<file path="config.mk">
export PLATFORM = sky130hd
export DESIGN_NAME = spdg_top
export DESIGN_NICKNAME = d
export VERILOG_FILES = /design/src/core/spdg_pkg.sv /design/src/core/spdg_route.sv /design/src/core/spdg_scale.sv /design/src/core/spdg_top.sv
export SDC_FILE = /design/constraint.sdc
export NUM_CORES = 1
export LEC_CHECK = 0
export ABC_AREA = 1
export ABC_CLOCK_PERIOD_IN_PS = 1700
export BUFFER_PORTS_ARGS = -buffer_cell sky130_fd_sc_hd__buf_2
export CAP_MARGIN = 25
export CORE_ASPECT_RATIO = 0.7
export CORE_UTILIZATION = 40
export CTS_CLUSTER_DIAMETER = 30
export DETAILED_ROUTE_END_ITERATION = 10
export PLACE_DENSITY_LB_ADDON = 0.15
export SYNTH_ARGS = -nofsm -noshare
export SYNTH_HDL_FRONTEND = slang
export SYNTH_SLANG_ARGS = --single-unit
</file>
<file path="constraint.sdc">
create_clock -name mclk -period 1.7 [get_ports mclk]
set_clock_uncertainty 0.05 [all_clocks]
set_input_delay 0.17 -clock mclk [delete_from_list [all_inputs] [get_ports mclk]]
set_output_delay 0.17 -clock mclk [all_outputs]
set_load 0.1 [all_outputs]
</file>
<file path="src/core/spdg_pkg.sv">
// Purpose: Shared constants and types for the signal path and digital gain block
// Assumes: One clock, synchronous reset
// Notes:   All configuration arrives on plain ports
package spdg_pkg;

   // ----------------------------------------
   // Widths
   // ----------------------------------------
   localparam int unsigned SPDG_NUM_AIN = 10;
   localparam int unsigned SPDG_NUM_BIAS_AIN = 8;
   localparam int unsigned SPDG_AIN_SEL_W = 4;
   localparam int unsigned SPDG_MOD_W = 32;
   localparam int unsigned SPDG_CONV_W = 24;
   localparam int unsigned SPDG_GAIN_W = 3;
   localparam int unsigned SPDG_SHIFT_W = 2;
   localparam int unsigned SPDG_DEC_W = 2;

   // ----------------------------------------
   // Field values and counts
   // ----------------------------------------
   localparam logic [SPDG_SHIFT_W-1:0] SPDG_SHIFT_X1 = 2'h0;
   localparam logic [SPDG_SHIFT_W-1:0] SPDG_SHIFT_X2 = 2'h1;
   localparam logic [SPDG_SHIFT_W-1:0] SPDG_SHIFT_X4 = 2'h2;
   localparam logic [SPDG_GAIN_W-1:0] SPDG_GAIN_X1 = 3'h0;
   localparam logic [SPDG_GAIN_W-1:0] SPDG_GAIN_X2 = 3'h1;
   localparam logic [SPDG_DEC_W-1:0] SPDG_QUARTER_LAST = 2'h3;
   localparam logic [SPDG_NUM_AIN-1:0] SPDG_BIAS_ALLOWED = 10'h0ff;
   localparam logic [SPDG_CONV_W-1:0] SPDG_CONV_RST = 24'h000000;
   localparam logic [SPDG_GAIN_W-1:0] SPDG_AMP_GAIN_RST = 3'h0;

   // ----------------------------------------
   // Types
   // ----------------------------------------
   typedef enum logic [1:0] {
      SPDG_PATH_BYPASS = 2'b00,
      SPDG_PATH_BUFFER = 2'b01,
      SPDG_PATH_AMP    = 2'b10,
      SPDG_PATH_RSVD   = 2'b11
   } spdg_path_mode_t;

   typedef struct packed {
      spdg_path_mode_t mode;
      logic [SPDG_GAIN_W-1:0] gain;
      logic unipolar;
      logic fourth_order_sinc_filter;
      logic single_cycle;
   } spdg_cfg_t;

   typedef struct packed {
      logic src_a_en;
      logic [SPDG_AIN_SEL_W-1:0] src_a_sel;
      logic src_b_en;
      logic [SPDG_AIN_SEL_W-1:0] src_b_sel;
      logic [SPDG_NUM_AIN-1:0] bias_req;
   } spdg_route_t;

   typedef struct packed {
      logic [SPDG_NUM_AIN-1:0] excitation_current_source_a;
      logic [SPDG_NUM_AIN-1:0] excitation_current_source_b;
      logic [SPDG_NUM_AIN-1:0] bias_conn;
   } spdg_pins_t;

   typedef struct packed {
      logic direct_conn;
      logic buf_en;
      logic amp_en;
      logic [SPDG_GAIN_W-1:0] amp_gain;
   } spdg_analog_t;

endpackage : spdg_pkg

</file>
<file path="src/core/spdg_route.sv">
// Purpose: Decode current source and bias routing onto analog input pins
// Assumes: Inputs are registered by the caller
// Notes:   Pure combinational, three switches per pin
`timescale 1ns/10ps
`default_nettype none

module spdg_route (
   input wire spdg_pkg::spdg_route_t route,
   output spdg_pkg::spdg_pins_t pins
);
   import spdg_pkg::*;

   // ----------------------------------------
   // Per-pin switch decode
   // ----------------------------------------
   genvar i;
   generate
      for (i = 0; i < SPDG_NUM_AIN; i = i + 1) begin : g_pin
         assign pins.excitation_current_source_a[i] =
            route.src_a_en && (route.src_a_sel == SPDG_AIN_SEL_W'(i));
         assign pins.excitation_current_source_b[i] =
            route.src_b_en && (route.src_b_sel == SPDG_AIN_SEL_W'(i));
         assign pins.bias_conn[i] = route.bias_req[i] && SPDG_BIAS_ALLOWED[i];
      end
   endgenerate

endmodule : spdg_route

`default_nettype wire

</file>
<file path="src/core/spdg_scale.sv">
// Purpose: Scale a 32-bit modulator word to a 24-bit conversion word
// Assumes: Shift already limited to x1, x2 or x4
// Notes:   Combinational; caller registers the result
`timescale 1ns/10ps
`default_nettype none

module spdg_scale (
   input wire logic [spdg_pkg::SPDG_MOD_W-1:0] mod_word,
   input wire logic [spdg_pkg::SPDG_SHIFT_W-1:0] shift,
   input wire logic unipolar,
   output logic [spdg_pkg::SPDG_CONV_W-1:0] conv_word,
   output logic overflow
);
   import spdg_pkg::*;

   logic [SPDG_CONV_W-1:0] sel_word;

   // ----------------------------------------
   // Bit window select
   // ----------------------------------------
   always_comb begin
      case (shift)
         SPDG_SHIFT_X2: begin
            sel_word = mod_word[30:7];
            overflow = mod_word[31] != mod_word[30];
         end
         SPDG_SHIFT_X4: begin
            sel_word = mod_word[29:6];
            overflow = (mod_word[31] != mod_word[29]) || (mod_word[30] != mod_word[29]);
         end
         default: begin
            sel_word = mod_word[31:8];
            overflow = 1'b0;
         end
      endcase
   end

   // ----------------------------------------
   // Code span
   // ----------------------------------------
   // Unipolar floor at zero
   always_comb begin
      if (unipolar && sel_word[SPDG_CONV_W-1]) begin
         conv_word = SPDG_CONV_RST;
      end else begin
         conv_word = sel_word;
      end
   end

endmodule : spdg_scale

`default_nettype wire

</file>
<file path="src/core/spdg_top.sv">
// Purpose: Signal path selection, input routing and digital gain datapath
// Assumes: Configuration and modulator words come from logic on mclk
// Notes:   Configuration is sampled every cycle; a change restarts the
//          single-cycle decimation phase
//          Words need cfg steady two cycles; the shift lags cfg_q
`timescale 1ns/10ps
`default_nettype none

// Overview of operation
// - Either current source reaches any input pin
// - Bias voltage reaches inputs zero to seven
// - Mode field picks bypass, buffer or amplifier
// - Bypass: direct path, buffers and amplifier off
// - Buffered: buffers drive modulator, amplifier off
// - Amplifier mode: amplifier in path, buffers off
// - Amplifier gains one through 128, powers two
// - Bypass or buffered: digital gain 1, 2, 4
// - Requested gain four or more gives four
// - Unity gain drops eight low bits
// - Gain two drops MSB and seven LSBs
// - Fourth-order sinc single-cycle: quarter rate
// - Code spans zero or plus-minus full scale
module spdg_top (
   input wire logic mclk,
   input wire logic rst,
   input wire spdg_pkg::spdg_cfg_t cfg,
   input wire spdg_pkg::spdg_route_t route,
   input wire logic mod_valid,
   input wire logic [spdg_pkg::SPDG_MOD_W-1:0] mod_data,
   output spdg_pkg::spdg_pins_t pins,
   output spdg_pkg::spdg_analog_t analog,
   output logic [spdg_pkg::SPDG_GAIN_W-1:0] digital_gain_code,
   output logic conv_valid,
   output logic [spdg_pkg::SPDG_CONV_W-1:0] conv_data,
   output logic conv_overflow,
   output logic conv_unipolar
);
   import spdg_pkg::*;

   // ----------------------------------------
   // Declarations
   // ----------------------------------------
   spdg_cfg_t cfg_q;
   spdg_route_t route_q;
   spdg_pins_t pins_d;
   spdg_pins_t pins_q;
   spdg_analog_t analog_d;
   spdg_analog_t analog_q;
   spdg_path_mode_t mode_eff;
   logic [SPDG_SHIFT_W-1:0] shift_d;
   logic [SPDG_SHIFT_W-1:0] shift_q;
   logic [SPDG_GAIN_W-1:0] dgain_d;
   logic [SPDG_GAIN_W-1:0] dgain_q;
   logic [SPDG_DEC_W-1:0] dec_cnt_q;
   logic [SPDG_DEC_W-1:0] dec_cnt_d;
   logic quarter_rate;
   logic cfg_change;
   logic take_word;
   logic [SPDG_CONV_W-1:0] scaled_word;
   logic scaled_ovf;
   logic conv_valid_q;
   logic [SPDG_CONV_W-1:0] conv_data_q;
   logic conv_overflow_q;
   logic conv_unipolar_q;

   // ----------------------------------------
   // Configuration capture
   // ----------------------------------------
   // Held copies keep the analog switches glitch-free between edges
   always_ff @(posedge mclk) begin
      if (rst) begin
         cfg_q <= '0;
      end else begin
         cfg_q <= cfg;
      end
   end

   always_ff @(posedge mclk) begin
      if (rst) begin
         route_q <= '0;
      end else begin
         route_q <= route;
      end
   end

   // Any field change counts, so a polarity flip drops a word too
   assign cfg_change = (cfg_q != cfg);

   // ----------------------------------------
   // Pin routing
   // ----------------------------------------
   spdg_route u_route (
      .route (route_q),
      .pins  (pins_d)
   );

   always_ff @(posedge mclk) begin
      if (rst) begin
         pins_q <= '0;
      end else begin
         pins_q <= pins_d;
      end
   end

   assign pins = pins_q;

   // ----------------------------------------
   // Signal path mode
   // ----------------------------------------
   // Reserved code falls back to the lowest-power path
   // Three path options
   always_comb begin
      case (cfg_q.mode)
         SPDG_PATH_BUFFER: mode_eff = SPDG_PATH_BUFFER;
         SPDG_PATH_AMP: mode_eff = SPDG_PATH_AMP;
         default: mode_eff = SPDG_PATH_BYPASS;
      endcase
   end

   always_comb begin
      analog_d = '0;
      case (mode_eff)
         SPDG_PATH_BUFFER: begin
            analog_d.direct_conn = 1'b0;
            analog_d.buf_en = 1'b1;
            analog_d.amp_en = 1'b0;
            analog_d.amp_gain = SPDG_AMP_GAIN_RST;
         end
         SPDG_PATH_AMP: begin
            analog_d.direct_conn = 1'b0;
            analog_d.buf_en = 1'b0;
            analog_d.amp_en = 1'b1;
            analog_d.amp_gain = cfg_q.gain;
         end
         default: begin
            analog_d.direct_conn = 1'b1;
            analog_d.buf_en = 1'b0;
            analog_d.amp_en = 1'b0;
            analog_d.amp_gain = SPDG_AMP_GAIN_RST;
         end
      endcase
   end

   always_ff @(posedge mclk) begin
      if (rst) begin
         analog_q <= '0;
         analog_q.direct_conn <= 1'b1;
      end else begin
         analog_q <= analog_d;
      end
   end

   assign analog = analog_q;

   // ----------------------------------------
   // Digital gain selection
   // ----------------------------------------
   // Amplifier mode gains in the analog domain only, so digital stays x1
   always_comb begin
      if (mode_eff == SPDG_PATH_AMP) begin
         shift_d = SPDG_SHIFT_X1;
      end else if (cfg_q.gain == SPDG_GAIN_X1) begin
         shift_d = SPDG_SHIFT_X1;
      end else if (cfg_q.gain == SPDG_GAIN_X2) begin
         shift_d = SPDG_SHIFT_X2;
      end else begin
         shift_d = SPDG_SHIFT_X4;
      end
   end

   // Status code follows the shift, so the two never disagree
   always_comb begin
      case (shift_d)
         SPDG_SHIFT_X2: dgain_d = SPDG_GAIN_X2;
         SPDG_SHIFT_X4: dgain_d = {1'b0, SPDG_SHIFT_X4};
         default: dgain_d = SPDG_GAIN_X1;
      endcase
   end

   always_ff @(posedge mclk) begin
      if (rst) begin
         shift_q <= SPDG_SHIFT_X1;
      end else begin
         shift_q <= shift_d;
      end
   end

   always_ff @(posedge mclk) begin
      if (rst) begin
         dgain_q <= SPDG_GAIN_X1;
      end else begin
         dgain_q <= dgain_d;
      end
   end

   assign digital_gain_code = dgain_q;

   // ----------------------------------------
   // Output rate decimation
   // ----------------------------------------
   // Single-cycle fourth-order sinc quarter
   assign quarter_rate = cfg_q.fourth_order_sinc_filter && cfg_q.single_cycle;

   always_comb begin
      dec_cnt_d = dec_cnt_q;
      if (cfg_change) begin
         dec_cnt_d = '0;
      end else if (mod_valid && quarter_rate) begin
         // Wrap explicitly rather than lean on the 2-bit rollover
         if (dec_cnt_q == SPDG_QUARTER_LAST) begin
            dec_cnt_d = '0;
         end else begin
            dec_cnt_d = dec_cnt_q + 2'h1;
         end
      end
   end

   // Restart on reconfiguration so a stale phase never leaks a sample
   always_ff @(posedge mclk) begin
      if (rst) begin
         dec_cnt_q <= '0;
      end else begin
         dec_cnt_q <= dec_cnt_d;
      end
   end

   always_comb begin
      take_word = 1'b0;
      if (mod_valid && !cfg_change) begin
         if (!quarter_rate) begin
            take_word = 1'b1;
         end else if (dec_cnt_q == SPDG_QUARTER_LAST) begin
            take_word = 1'b1;
         end
      end
   end

   // ----------------------------------------
   // Scaling datapath
   // ----------------------------------------
   // Shift lags cfg_q by one edge; a word sent too soon after
   // a gain change is scaled with the old gain
   spdg_scale u_scale (
      .mod_word  (mod_data),
      .shift     (shift_q),
      .unipolar  (cfg_q.unipolar),
      .conv_word (scaled_word),
      .overflow  (scaled_ovf)
   );

   always_ff @(posedge mclk) begin
      if (rst) begin
         conv_data_q <= SPDG_CONV_RST;
      end else if (take_word) begin
         conv_data_q <= scaled_word;
      end
   end

   // Overflow travels with its word; discarded MSBs lost information
   always_ff @(posedge mclk) begin
      if (rst) begin
         conv_overflow_q <= 1'b0;
      end else if (take_word) begin
         conv_overflow_q <= scaled_ovf;
      end
   end

   always_ff @(posedge mclk) begin
      if (rst) begin
         conv_unipolar_q <= 1'b0;
      end else if (take_word) begin
         conv_unipolar_q <= cfg_q.unipolar;
      end
   end

   always_ff @(posedge mclk) begin
      if (rst) begin
         conv_valid_q <= 1'b0;
      end else begin
         conv_valid_q <= take_word;
      end
   end

   assign conv_valid = conv_valid_q;
   assign conv_data = conv_data_q;
   assign conv_overflow = conv_overflow_q;
   assign conv_unipolar = conv_unipolar_q;

endmodule : spdg_top

`default_nettype wire

</file>
==> out/results.ini <==
[yosys]
yosys.area_share.simple_pct = 34.39
synth_top_family_by_area = simple AND/OR/NAND/NOR gates
synth.area.mux_share_pct = 0
synth_sequential_area_ratio_pct = 44.70
synthCells = 621
synth.distinct_cells = 26
ys_ff_latch = 93
synth_compound_area_share_pct = 4.055
synthFlopType = dfxtp_1
yosys_warnings = 0
synth_area_um2 = 4165
synth.avg_cell_area_um2 = 6.707
synth_fa_ha_area_share_pct = 1.802
synth_xor_xnor_area_share_pct = 0.2103
synth_edf_count = 0
async_flop_share_pct = 0

[grt]
grt_max_degree = 43
grt_pass1_wl_um = 14860
grt_overflow = 0
antenna_found_initial = 0
grt_use_total_pct = 17.85
grt_pass1_vias = 3320

[floorplanning]
die_w_um = 124.0
row_count = 30
chipHeight_um = 87.38
core_um2 = 9910
start_util_pct = 42.03
ios = 129
dieArea_um2 = 10830

[worst_setup_path]
rr_startpoint = shift_q[0]
critPathBufInv = 3
end_kind = flip-flop
crit_path_cell_trace = inv_2, ha_4, inv_6, or2_4, nand3_4, clkbuf_16, nand2_2, nand3_1, nand2_1, nor2_1
crit_path_top_delay_cell = dfxtp_2
r2r_slack_ns = 0.04
critical_path_class = reg2reg
cp_max_fo = 7
crit_path_start_kind = flip-flop
crit_family = simple AND/OR/NAND/NOR gates
r2r_end = conv_data[4]
cp_data_arrival_time_ns = 1.89
critPathRequiredTime_ns = 1.93
slowest_delay_ns = 0.33
r2r_cells = 10

[routing]
vias_per_cell = 4.422
antenna_left = 0
routed_wirelength_um = 10310
drt_iter0_markers = 170
drc_errors = 0
drt_first_pass_iters = 5
routed-via-count = 3940
wl_per_cell_um = 11.57

[hold_path]
hp-start = cfg[0]
hold_path.class = in2reg
holdPathStages = 3
whs_endpoint = cfg_q[0]

[pwr]
p_leak_nw = 2.844
irDropWorstVdd_v = 0.0005212
power_density_nw_per_um2 = 958.4

[timing]
fin_hold_ws_ns = 0.01491
hold_viol = 0
fmax_mhz = 601.8
rsz0062_at_grt = yes
period_needed_ns = 1.662
final_max_slew_viol_count = 0
setup_viol = 0
fin_setup_tns_ns = 0
period_share_pct = 97.75

[clock_network]
clk_pin_slew_worst_paths_ns = 0.07
clk-insertion-delay-late_ns = 0.34
cts.sinks = 93
htree_levels = 3
cts_root_buf = clkbuf_16
cts_tree = done
cts_made_buffers = 9
clockBufferDepth = 2

[placed_design]
placed_cell_area_um2 = 4872
dp.final_hpwl_um = 6651
port_buffers = 117
gp_congestion = 0.7854

[cells_and_area]
mostFrequentLayoutCells = nand2_1 (160), nor2_1 (120), buf_2 (117)
drive_gt1_share_pct = 26.34
antennaDiodeCount = 0
syn_to_final_growth_pct = 34.36
final_nets = 827
fin_area_um2 = 5597
post-route-util_pct = 56.48
fillers = 932
final_common_cell = nand2_1

[run]
maxCapViolCount = 0

[run_status]
status = complete, no violations

how the worst max path moves through the flow:
| stage | to | startpoint | depth (start not counted) | slack (ns) |
|---|---|---|---|---|
| after detailed placement | conv_data[7] | shift_q[0] | 10 | 0.06 |
| after CTS | conv_data[7] | shift_q[0] | 10 | 0.03 |
| after global routing | conv_data[17] | shift_q[0] | 10 | -0.05 |
| final | conv_data[4] | shift_q[0] | 10 | 0.04 |
| after global placement | conv_data[17] | shift_q[0] | 10 | 0.06 |
| after floorplan | conv_data[9] | shift_q[0] | 10 | 0.06 |
registers in the layout, indices dropped and copies added, names as in the netlist:
name,count
conv_data,24
analog,6
conv_unipolar,1
dec_cnt_q,2
route_q,18
pins,28
shift_q,2
cfg_q,8
conv_valid,1
digital_gain_code,2
conv_overflow,1
cells by family after synthesis:
group,Yosys count
buf+inv,147
simple gates,345
xor+xnor,1
fa+ha+maj,6
flops,93
compound gates,28
other cells,1
worst min-delay path, delay by kind of cell:
kind,cells,cell delay (ns)
AND/OR/NAND/NOR,1,0.07
buffers and inverters,2,0.12
power breakdown:
part	internal (mW)	switching, mW
sequential	2.23	0.0283
clock	1.45	0.844
combinational	0.278	0.526
total	3.97	1.40
layer usage:
| layer | up-vias | wire [µm] | track usage (%) |
|---|---|---|---|
| met2 | 120 | 4471 | 28.59 |
| met1 | 1704 | 5040 | 23.46 |
| met4 | 0 | 79 | 4.221 |
| met5 | - | 0 | 0 |
| met3 | 9 | 721 | 5.497 |
| li1 | 2107 | - | - |
synth_stat cells (6+ instances only):
cell type,n,area share (%)
nand3_1,33,4.0
a31oi_1,21,3.2
inv_2,20,1.8
inv_1,97,8.7
buf_6,6,1.6
nor3_1,6,0.72
nand2_1,166,15
nand2_2,10,1.5
ha_1,6,1.8
nor2_1,120,11
dfxtp_1,93,45
clkbuf_1,15,1.4
layout make-up:
type	instances	area, µm²	share of cell area [%]
timing repair buffer	150	996.0	17.80
inverter	118	447.9	8.004
sequential	93	1864	33.31
multi-input combinational	386	1783	31.86
tap	128	160.2	2.862
clock buffer	10	229.0	4.091
clock inverter	6	116.4	2.079
per-stage QoR:
stage	std cells	total power, mW	setup slack [ns]
global route	891	5.587	-0.04621
floorplan	623	2.819	0.05819
CTS	883	5.367	0.03412
global placement	849	2.994	0.06385
finish	891	5.364	0.03828
detailed placement	849	3.002	0.05504
repair_timing:
action / 4_1_cts / 5_1_grt
endpoints found under the setup margin: 0 / 24
hold endpoints to repair: 18 / 0
setup buffers: 0 / 3
hold buffers: 18 / 0
gates resized for setup: 0 / 19
Power figures use the tool's default switching activity.
